[config.mk]
export PLATFORM = sky130hd
export DESIGN_NAME = i2cbpc_master
export DESIGN_NICKNAME = d
export VERILOG_FILES = /design/src/common/i2cbpc_pkg.sv /design/src/hw/i2cbpc_master.sv
export VERILOG_INCLUDE_DIRS = /design/src /design/src/common
export SDC_FILE = /design/constraint.sdc
export NUM_CORES = 1
export LEC_CHECK = 0
export BUFFER_PORTS_ARGS = -buffer_cell sky130_fd_sc_hd__buf_2
export CAP_MARGIN = 30
export CORE_UTILIZATION = 62
export CTS_CLUSTER_DIAMETER = 100
export DETAILED_ROUTE_END_ITERATION = 10
export GPL_TIMING_DRIVEN = 0
export PLACE_DENSITY = 0.95
export SKIP_CTS_REPAIR_TIMING = 1
export SLEW_MARGIN = 15
export SYNTH_ARGS = -nofsm -noshare
export SYNTH_HDL_FRONTEND = slang
export SYNTH_SLANG_ARGS = --single-unit
[constraint.sdc]
create_clock -name mclk -period 8.4 [get_ports mclk]
set_input_delay 0.84 -clock mclk [delete_from_list [all_inputs] [get_ports mclk]]
set_output_delay 0.84 -clock mclk [all_outputs]
set_load 0.05 [all_outputs]
[src/common/i2cbpc_cfg.svh]
// Purpose: timing counts and register offsets of the i2c bus master
// Assumes: 200 MHz mclk
// Notes: offsets are byte addresses on the axi4-lite slave
`ifndef I2CBPC_CFG_SVH
`define I2CBPC_CFG_SVH
`define I2CBPC_CLK_MHZ 200
`define I2CBPC_HALF_NS 2500
`define I2CBPC_HALF_CYC ((`I2CBPC_HALF_NS * `I2CBPC_CLK_MHZ) / 1000)
`define I2CBPC_OFF_CTRL 4'h0
`define I2CBPC_OFF_TXD 4'h4
`define I2CBPC_OFF_STAT 4'h8
`define I2CBPC_OFF_RXD 4'hc
`define I2CBPC_CTRL_START 0
`define I2CBPC_CTRL_STOP 1
`define I2CBPC_CTRL_READ 2
`define I2CBPC_CTRL_WRITE 3
`define I2CBPC_CTRL_NACK 4
`define I2CBPC_CTRL_EN 8
`endif

[src/common/i2cbpc_pkg.sv]
// Purpose: types of the i2c bus master
// Assumes: nothing
// Notes: state of the master is one packed struct
package i2cbpc_pkg;
  typedef enum logic [3:0] {
    IDLE, STA1, STA2, BITL, BITH, STO1, STO2, STO3, RSTA, LOST
  } i2cbpc_state_type;

  typedef enum logic [1:0] {
    OP_NONE, OP_WRITE, OP_READ
  } i2cbpc_op_type;

  typedef struct packed {
    i2cbpc_state_type st;
    i2cbpc_op_type op;
    logic [15:0] cnt;
    logic [3:0] bitN;
    logic [8:0] shift;
    logic sdaLow;
    logic sclLow;
    logic busBusy;
    logic sdaPrev;
    logic sclPrev;
    logic [1:0] sdaSync;
    logic [1:0] sclSync;
    logic enable;
    logic pendStart;
    logic pendStop;
    logic pendNack;
    logic [7:0] txData;
    logic [7:0] rxData;
    logic ackSeen;
    logic arbLost;
    logic done;
    logic awPend;
    logic [3:0] awAddr;
    logic wPend;
    logic [31:0] wData;
    logic bValid;
    logic rValid;
    logic [31:0] rData;
  } i2cbpc_regs_type;
endpackage

[src/hw/i2cbpc_master.sv]
// Purpose: i2c bus master commanded over axi4-lite
// Assumes: open-drain scl/sda resolved outside; pins are async inputs
// Notes: output pin data is always zero, only the enables toggle
//
// Local design decisions: register access over AXI4-Lite and the register offsets.
`timescale 1ns/10ps
`include "i2cbpc_cfg.svh"
module i2cbpc_master #(
  parameter int HALF_CYC = `I2CBPC_HALF_CYC
) (
  // clock and reset
  input wire logic mclk,
  input wire logic sys_rst,
  // axi4-lite write address and data
  input wire logic [3:0] s_axi_awaddr,
  input wire logic s_axi_awvalid,
  output logic s_axi_awready,
  input wire logic [31:0] s_axi_wdata,
  input wire logic [3:0] s_axi_wstrb,
  input wire logic s_axi_wvalid,
  output logic s_axi_wready,
  // axi4-lite write response
  output logic [1:0] s_axi_bresp,
  output logic s_axi_bvalid,
  input wire logic s_axi_bready,
  // axi4-lite read
  input wire logic [3:0] s_axi_araddr,
  input wire logic s_axi_arvalid,
  output logic s_axi_arready,
  output logic [31:0] s_axi_rdata,
  output logic [1:0] s_axi_rresp,
  output logic s_axi_rvalid,
  input wire logic s_axi_rready,
  // i2c pins, split open-drain
  input wire logic sclIn,
  output logic sclOut,
  output logic sclOe,
  input wire logic sdaIn,
  output logic sdaOut,
  output logic sdaOe
);
  i2cbpc_pkg::i2cbpc_regs_type q_r, q_nxt;
  logic sda, scl, cntDone, busy, wrGo;
  logic [3:0] rdA;

  assign sda = q_r.sdaSync[1];
  assign scl = q_r.sclSync[1];
  assign cntDone = (q_r.cnt == 16'h0000);
  // parked with scl low between bytes counts as ready for a command
  assign busy = ((q_r.st != i2cbpc_pkg::IDLE)
    && (q_r.st != i2cbpc_pkg::RSTA)) || q_r.pendStart
    || (q_r.op != i2cbpc_pkg::OP_NONE) || q_r.pendStop;

  // pins only pull low or release
  assign sclOut = 1'b0;
  assign sdaOut = 1'b0;
  assign sclOe = q_r.sclLow & q_r.enable;
  assign sdaOe = q_r.sdaLow & q_r.enable;

  // axi handshakes; one write and one read outstanding
  assign s_axi_awready = !q_r.awPend && !q_r.bValid;
  assign s_axi_wready = !q_r.wPend && !q_r.bValid;
  assign s_axi_bvalid = q_r.bValid;
  assign s_axi_bresp = 2'h0;
  assign s_axi_arready = !q_r.rValid;
  assign s_axi_rvalid = q_r.rValid;
  assign s_axi_rdata = q_r.rData;
  assign s_axi_rresp = 2'h0;
  assign wrGo = (q_r.awPend || (s_axi_awvalid && s_axi_awready))
    && (q_r.wPend || (s_axi_wvalid && s_axi_wready));

  // next-state logic for bus, axi and byte engine
  always_comb begin
    q_nxt = q_r;
    rdA = s_axi_araddr;
    // two-stage synchronisers, first stage read only by second
    q_nxt.sdaSync = {q_r.sdaSync[0], sdaIn};
    q_nxt.sclSync = {q_r.sclSync[0], sclIn};
    q_nxt.sdaPrev = sda;
    q_nxt.sclPrev = scl;
    // bus monitor: start sets busy, stop clears it
    if (scl && q_r.sclPrev && q_r.sdaPrev && !sda) begin
      q_nxt.busBusy = 1'b1;
    end
    if (scl && q_r.sclPrev && !q_r.sdaPrev && sda) begin
      q_nxt.busBusy = 1'b0;
    end
    if (!q_r.cnt[15] && !cntDone) begin
      q_nxt.cnt = q_r.cnt - 16'h0001;
    end
    // write channel capture
    if (s_axi_awvalid && s_axi_awready) begin
      q_nxt.awPend = 1'b1;
      q_nxt.awAddr = s_axi_awaddr;
    end
    if (s_axi_wvalid && s_axi_wready) begin
      q_nxt.wPend = 1'b1;
      q_nxt.wData = s_axi_wdata;
    end
    if (s_axi_bvalid && s_axi_bready) begin
      q_nxt.bValid = 1'b0;
    end
    if (wrGo && !q_r.bValid) begin
      q_nxt.awPend = 1'b0;
      q_nxt.wPend = 1'b0;
      q_nxt.bValid = 1'b1;
      // unmapped writes are accepted and ignored; busy writes only update the enable bit
      if (q_nxt.awAddr == `I2CBPC_OFF_CTRL && s_axi_wstrb[0]) begin
        q_nxt.enable = s_axi_wstrb[1] ?
          q_nxt.wData[`I2CBPC_CTRL_EN] : q_r.enable;
        if (!busy && q_nxt.enable) begin
          q_nxt.pendStart = q_nxt.wData[`I2CBPC_CTRL_START];
          q_nxt.pendStop = q_nxt.wData[`I2CBPC_CTRL_STOP];
          q_nxt.pendNack = q_nxt.wData[`I2CBPC_CTRL_NACK];
          q_nxt.done = 1'b0;
          if (q_nxt.wData[`I2CBPC_CTRL_WRITE]) begin
            q_nxt.op = i2cbpc_pkg::OP_WRITE;
          end else if (q_nxt.wData[`I2CBPC_CTRL_READ]) begin
            q_nxt.op = i2cbpc_pkg::OP_READ;
          end
        end
      end
      if (q_nxt.awAddr == `I2CBPC_OFF_TXD && s_axi_wstrb[0] && !busy) begin
        q_nxt.txData = q_nxt.wData[7:0];
      end
    end
    // read channel, answered one cycle after address
    if (s_axi_rvalid && s_axi_rready) begin
      q_nxt.rValid = 1'b0;
    end
    if (s_axi_arvalid && s_axi_arready) begin
      q_nxt.rValid = 1'b1;
      case (rdA)
        `I2CBPC_OFF_CTRL: q_nxt.rData = {23'h000000, q_r.enable, 8'h00};
        `I2CBPC_OFF_TXD: q_nxt.rData = {24'h000000, q_r.txData};
        `I2CBPC_OFF_STAT: q_nxt.rData = {26'h0000000, q_r.busBusy,
          q_r.arbLost, q_r.ackSeen, q_r.done, busy, 1'b0};
        `I2CBPC_OFF_RXD: q_nxt.rData = {24'h000000, q_r.rxData};
        default: q_nxt.rData = 32'h00000000;
      endcase
      if (rdA == `I2CBPC_OFF_STAT) begin
        q_nxt.arbLost = 1'b0; // cleared on read
      end
    end
    // bit engine, one state per half scl period
    case (q_r.st)
      i2cbpc_pkg::IDLE: begin
        q_nxt.sclLow = 1'b0;
        q_nxt.sdaLow = 1'b0;
        if (q_r.pendStart && !q_r.busBusy && sda && scl) begin
          q_nxt.pendStart = 1'b0;
          q_nxt.sdaLow = 1'b1;
          q_nxt.cnt = 16'(HALF_CYC);
          q_nxt.st = i2cbpc_pkg::STA1;
        end else if (q_r.pendStart && q_r.busBusy) begin
          q_nxt.st = i2cbpc_pkg::IDLE; // hold off until bus idle
        end else if (!q_r.pendStart && q_r.op != i2cbpc_pkg::OP_NONE) begin
          q_nxt.op = i2cbpc_pkg::OP_NONE; // nothing to do without a start
          q_nxt.pendStop = 1'b0;
          q_nxt.done = 1'b1;
        end
      end
      i2cbpc_pkg::STA1: begin
        if (cntDone) begin
          q_nxt.sclLow = 1'b1;
          q_nxt.cnt = 16'(HALF_CYC);
          q_nxt.st = i2cbpc_pkg::STA2;
          q_nxt.busBusy = 1'b1;
        end
      end
      i2cbpc_pkg::STA2: begin
        // load the byte; ninth bit is ack, driven or released
        q_nxt.bitN = 4'h0;
        if (q_r.op == i2cbpc_pkg::OP_WRITE) begin
          q_nxt.shift = {q_r.txData, 1'b1};
        end else begin
          q_nxt.shift = {8'hff, q_r.pendNack};
        end
        if (cntDone) begin
          q_nxt.st = i2cbpc_pkg::BITL;
          q_nxt.cnt = 16'(HALF_CYC);
        end
      end
      i2cbpc_pkg::BITL: begin
        // scl low: set sda now so it never moves while scl high
        q_nxt.sdaLow = !q_r.shift[8];
        if (cntDone) begin
          q_nxt.sclLow = 1'b0;
          q_nxt.st = i2cbpc_pkg::BITH;
          q_nxt.cnt = 16'hffff;
        end
      end
      i2cbpc_pkg::BITH: begin
        // high count starts only once scl is seen high
        if (q_r.cnt[15] && scl) begin
          q_nxt.cnt = 16'(HALF_CYC);
        end else if (!q_r.cnt[15] && !q_r.sclPrev && scl) begin
          q_nxt.cnt = q_r.cnt;
        end
        if (q_r.cnt == 16'(HALF_CYC) && !q_r.sclPrev) begin
          q_nxt.cnt = q_r.cnt - 16'h0001;
        end
        if (!q_r.cnt[15] && q_r.cnt == 16'(HALF_CYC - 1)) begin
          // sample on the rise; high released bit read back
          if (q_r.shift[8] && !sda && (q_r.bitN != 4'h8
              || q_r.op == i2cbpc_pkg::OP_READ)
              && !(q_r.op == i2cbpc_pkg::OP_READ && q_r.bitN != 4'h8)) begin
            q_nxt.arbLost = 1'b1;
            q_nxt.sdaLow = 1'b0;
            q_nxt.sclLow = 1'b0;
            q_nxt.op = i2cbpc_pkg::OP_NONE;
            q_nxt.pendStop = 1'b0;
            q_nxt.done = 1'b1;
            q_nxt.st = i2cbpc_pkg::LOST;
          end
          if (q_r.bitN == 4'h8) begin
            q_nxt.ackSeen = !sda;
          end else begin
            q_nxt.rxData = {q_r.rxData[6:0], sda};
          end
          q_nxt.shift = {q_r.shift[7:0], 1'b1};
        end
        if (!q_r.cnt[15] && cntDone && q_r.st == q_nxt.st) begin
          q_nxt.sclLow = 1'b1;
          q_nxt.cnt = 16'(HALF_CYC);
          if (q_r.bitN == 4'h8) begin
            q_nxt.done = 1'b1;
            q_nxt.op = i2cbpc_pkg::OP_NONE;
            q_nxt.st = q_r.pendStop ? i2cbpc_pkg::STO1 : i2cbpc_pkg::RSTA;
          end else begin
            q_nxt.bitN = q_r.bitN + 4'h1;
            q_nxt.st = i2cbpc_pkg::BITL;
          end
        end
      end
      i2cbpc_pkg::RSTA: begin
        // hold scl low, wait for next command from software
        q_nxt.sdaLow = 1'b0;
        if (q_r.op != i2cbpc_pkg::OP_NONE) begin
          q_nxt.done = 1'b0;
          if (q_r.pendStart) begin
            // repeated start: release, raise scl, then pull sda
            q_nxt.pendStart = 1'b0;
            q_nxt.sclLow = 1'b0;
            if (scl && cntDone) begin
              q_nxt.sdaLow = 1'b1;
              q_nxt.cnt = 16'(HALF_CYC);
              q_nxt.st = i2cbpc_pkg::STA1;
            end else begin
              q_nxt.pendStart = 1'b1;
            end
          end else begin
            q_nxt.st = i2cbpc_pkg::STA2;
          end
        end else if (q_r.pendStop) begin
          // a full low half before scl rises, so sda never moves with it
          q_nxt.cnt = 16'(HALF_CYC);
          q_nxt.st = i2cbpc_pkg::STO1;
        end
      end
      i2cbpc_pkg::STO1: begin
        // stop follows the ninth bit when reading too: sda low at scl low
        q_nxt.sdaLow = 1'b1;
        q_nxt.pendStop = 1'b0;
        if (cntDone) begin
          q_nxt.sclLow = 1'b0;
          q_nxt.st = i2cbpc_pkg::STO2;
        end
      end
      i2cbpc_pkg::STO2: begin
        if (scl) begin
          q_nxt.cnt = 16'(HALF_CYC);
          q_nxt.st = i2cbpc_pkg::STO3;
        end
      end
      i2cbpc_pkg::STO3: begin
        if (cntDone) begin
          q_nxt.sdaLow = 1'b0;
          q_nxt.st = i2cbpc_pkg::IDLE;
        end
      end
      i2cbpc_pkg::LOST: begin
        // released; wait for the winner's stop before retry
        q_nxt.sclLow = 1'b0;
        q_nxt.sdaLow = 1'b0;
        if (!q_r.busBusy) begin
          q_nxt.st = i2cbpc_pkg::IDLE;
        end
      end
      default: q_nxt.st = i2cbpc_pkg::IDLE;
    endcase
    if (!q_r.enable) begin
      q_nxt.st = i2cbpc_pkg::IDLE;
      q_nxt.sclLow = 1'b0;
      q_nxt.sdaLow = 1'b0;
    end
  end

  // single state register
  always_ff @(posedge mclk or posedge sys_rst) begin
    if (sys_rst) begin
      q_r <= '0;
    end else begin
      q_r <= q_nxt;
    end
  end
endmodule
==> flow_summary.ini <==
[global_routing]
grtUsageMet2 = 0.5600
maximum_number_of_pins_on_one_net_before_global_route_repair = 59
grt_util_all_layers = 0.3385
groute.layer.met1.usage = 0.4543
number_of_antenna_violations_at_the_first_check_in_global_routing = 0
gr-total-overflow = 0
grt_most_used_layer = met2
grt_use_met3 = 0.04823
grt_pass1_wl_um = 25860
number_of_global_route_vias_before_repair = 5150

[floorplan]
die-width_um = 99.05
coreArea_um2 = 9196
num_rows = 35
ioPinCount = 98
floorplan.initialDensity = 0.6350
die_height_um = 99.05
die_area_um2 = 9810

[synth]
synth_top_area_share = 0.3985
synth_top_area_cell = sky130_fd_sc_hd__dfrtp_1
synth_enable_flop_cells = 0
yosysUniqueCellTypes = 78
yosys_warnings = 0
synthCells = 652
dominantRegCellSynth = sky130_fd_sc_hd__dfrtp_1
sequential_element_share_of_the_synthesized_area = 0.3985
synth.area.top_cells = sky130_fd_sc_hd__dfrtp_1 (40%), sky130_fd_sc_hd__o21ai_0 (5.5%), sky130_fd_sc_hd__buf_4 (5.0%), sky130_fd_sc_hd__mux2_2 (4.8%), sky130_fd_sc_hd__nand2_1 (3.9%)
postSynthRegisterBits = 93
synth_area_um2 = 5839
synthArstFlopShare = 1.000
synth_area_per_cell_um2 = 8.956

[critical_path]
critical_path_start_end_classification = flop to flop
critical_path.endpoint_type = flop
critPathArrivalTime_ns = 3.58
setup.reg_to_reg.worst_slack_ns = 5.08
critical_path.reg2reg.endpoint = q_r[130]
kind_of_launch_point_of_the_worst_setup_path = flop
timing.rr.start = q_r[117]
cp_data_required_time_ns = 8.66
r2r.worst_path.cells = 10
timing.critical_path.fanout_max = 10

[pwr]
power.share.clock = 0.195
cellLeakagePower_nw = 3.049
total_switching_power_mw = 0.6835
power.share.combinational = 0.401
pwr_density_cell_nw_per_um2 = 246.7
seqPwrFrac = 0.404
fin_total_pwr_mw = 1.608
switch_share = 0.4251
power_report.internal_total_mw = 0.9245
worst_ir_drop_vdd_mv = 0.1682

[clocking]
cts.htree.levels = 3
clock_slew_seen_by_the_registers_of_the_worst_setup_and_hold_paths_ns = 0.10
cts_num_sinks = 93
cts.root.buffer_cell = sky130_fd_sc_hd__clkbuf_8
cts_buffer_depth = 2
cts_tree = built
clock_insertion_delay_at_the_later_pin_of_the_skew_report_ns = 0.38
cts_inserted_buffers = 9

[placed_design]
hpwlAfterDp_um = 11480
placed_cells_incl_taps = 833
port-buffer-count = 41
setup_slack_at_placement_ns = 5.267
globalplace.congestion = 0.9379

[sta]
worst_slew_slack_as_a_fraction_of_its_limit = 0.4259
post-route-min-period_ns = 3.319
final_min_period_over_clock_period = 0.3952
report.final.slew_viol_count = 0
grt_setup_unrepaired = false
max_freq_mhz = 301.3
hold-worst-slack_ns = 0.3629
worstMarginPinSlew_ns = 0.8546
timing.final.hold_violations = 0
report.final.setup_viol = 0
finalClockSkew_ns = 0.01712
layout_setup_ws_ns = 5.081
finalSetupTns_ns = 0

[drt]
post_drt_via_cell_ratio = 6.338
drtPass1Iterations = 8
vias = 5381
drt_first_iter_violations = 549
avgRoutedWirePerCell_um = 18.47
final_antenna_net_count = 0
detailed_route_wire_length_um = 15680
drcViolationCount = 0

[layout]
nets = 791
area_growth_pct = 11.63
post_layout_nonfiller_instances = 849
drive_above_1_share = 0.2033
insertedDiodeCount = 0

[min_path]
hold-path-endpoint = q_nxt[100]
worst_hold_startpoint = q_nxt[98]
hold_path_depth = 0
min-delay-path-class = flop to flop

[run]
max-cap-violations = 0

[outcome]
status = complete, no violations
## final cells by class
type                    instances  area [um^2]
multi-input cells             485         3072
fillers                       700         2678
flip-flops and latches         93         2327
plain buffers                  83        474.2
repair buffers                 42        225.2
well taps                     111        138.9
clock buffers                   9        123.9
clock inverters                 7        83.83
inverters                      19        73.82
## power by group through the flow
stage | clock network, mW | logic [mW] | registers [mW]
5_1_grt | 0.335 | 0.701 | 0.658
6_report | 0.314 | 0.645 | 0.649
2_1_floorplan | 0 | 0.492 | 0.630
4_1_cts | 0.315 | 0.634 | 0.644
3_3_place_gp | 0 | 0.601 | 0.642
3_5_place_dp | 0 | 0.627 | 0.651
## sequential cells by signal (all words and copies together) (netlist names)
register / cells
s_axi_bvalid: 1
q_r: 78
s_axi_rdata: 9
s_axi_rvalid: 1
q_nxt: 4
## cell families after synthesis
logic type	share of synthesized area
AO/OA/AOI/OAI	0.2001
XOR/XNOR	0.007499
adder cells (fa/ha/maj)	0.01071
buffers and inverters	0.09342
flip-flops	0.3985
multiplexers	0.07907
other	0.0006422
AND/OR/NAND/NOR	0.2100
## worst max path at each step
stage	startpoint	end	slack (ns)	cells after the start
finish	q_r[117]	q_r[130]	5.08	10
floorplan	sys_rst	q_nxt[100]	5.14	1
CTS	q_r[117]	q_r[130]	5.21	10
global placement	sys_rst	q_r[102]	4.22	2
detailed placement	s_axi_awvalid	q_r[92]	5.27	9
global route	q_r[117]	q_r[130]	4.96	10
## synthesized netlist by cell type, types with 6 or more instances
library cell,count
sky130_fd_sc_hd__clkbuf_1,35
sky130_fd_sc_hd__a21oi_1,31
sky130_fd_sc_hd__o21a_1,6
sky130_fd_sc_hd__nor2b_1,12
sky130_fd_sc_hd__nor2_1,40
sky130_fd_sc_hd__a21o_1,8
sky130_fd_sc_hd__dfrtp_1,93
sky130_fd_sc_hd__inv_1,19
sky130_fd_sc_hd__nand2b_1,15
sky130_fd_sc_hd__nand2_1,60
sky130_fd_sc_hd__o21ai_0,64
sky130_fd_sc_hd__nand3_1,11
sky130_fd_sc_hd__buf_4,39
sky130_fd_sc_hd__mux2i_1,18
sky130_fd_sc_hd__buf_2,6
sky130_fd_sc_hd__o211ai_1,6
sky130_fd_sc_hd__mux2_2,25
sky130_fd_sc_hd__nor3_1,15
sky130_fd_sc_hd__or3_1,23
sky130_fd_sc_hd__nor4_1,9
## placed cells by master (no fill, tap or decap), types with 5 or more instances in the layout
master,netlist,final
sky130_fd_sc_hd__mux2i_1,18,18
sky130_fd_sc_hd__nand2_1,60,60
sky130_fd_sc_hd__a31oi_1,5,5
sky130_fd_sc_hd__inv_1,19,18
sky130_fd_sc_hd__o31ai_1,5,5
sky130_fd_sc_hd__mux2_2,25,25
sky130_fd_sc_hd__o21a_1,6,6
sky130_fd_sc_hd__a211oi_1,5,5
sky130_fd_sc_hd__clkbuf_1,35,35
sky130_fd_sc_hd__or3_1,23,23
sky130_fd_sc_hd__nor2_1,40,40
sky130_fd_sc_hd__conb_1,1,29
sky130_fd_sc_hd__ha_1,5,5
sky130_fd_sc_hd__nor3_1,15,15
sky130_fd_sc_hd__a21oi_1,31,31
sky130_fd_sc_hd__nor2b_1,12,12
sky130_fd_sc_hd__nand3_1,11,11
sky130_fd_sc_hd__clkbuf_8,0,9
sky130_fd_sc_hd__o21ai_0,64,64
sky130_fd_sc_hd__buf_2,6,47
sky130_fd_sc_hd__nand2b_1,15,15
sky130_fd_sc_hd__o22ai_1,5,5
sky130_fd_sc_hd__a21o_1,8,8
sky130_fd_sc_hd__nor4_1,9,9
sky130_fd_sc_hd__o211ai_1,6,6
sky130_fd_sc_hd__dfrtp_1,93,93
sky130_fd_sc_hd__buf_4,39,39
sky130_fd_sc_hd__nand4_1,5,5
## worst max-delay path, cell delays in order, from the launching register on
cell and delay (ns):
sky130_fd_sc_hd__dfrtp_1 0.47, sky130_fd_sc_hd__inv_1 0.16, sky130_fd_sc_hd__ha_1 0.29, sky130_fd_sc_hd__nor4b_1 0.38, sky130_fd_sc_hd__and4_1 0.25, sky130_fd_sc_hd__clkbuf_1 0.32, sky130_fd_sc_hd__nor2_1 0.24, sky130_fd_sc_hd__a211oi_4 0.44
sky130_fd_sc_hd__buf_4 0.24, sky130_fd_sc_hd__nor2_1 0.07, sky130_fd_sc_hd__a221o_1 0.34
## metal layers
metal	vias up	wire, um
met2	320	7511
met3	49	1506
met5	-	0
met4	0	401
li1	2446	-
met1	2566	6258
## metrics by stage
| step | util | instance area (um^2) |
|---|---|---|
| 4_1_cts | 0.7088 | 6519 |
| 3_5_place_dp | 0.6863 | 6311 |
| 2_1_floorplan | - | 5944 |
| 3_3_place_gp | 0.6838 | 6289 |
| 6_report | 0.7088 | 6519 |
| 5_1_grt | 0.7088 | 6519 |
No activity file was read; power rests on OpenSTA's default activity.
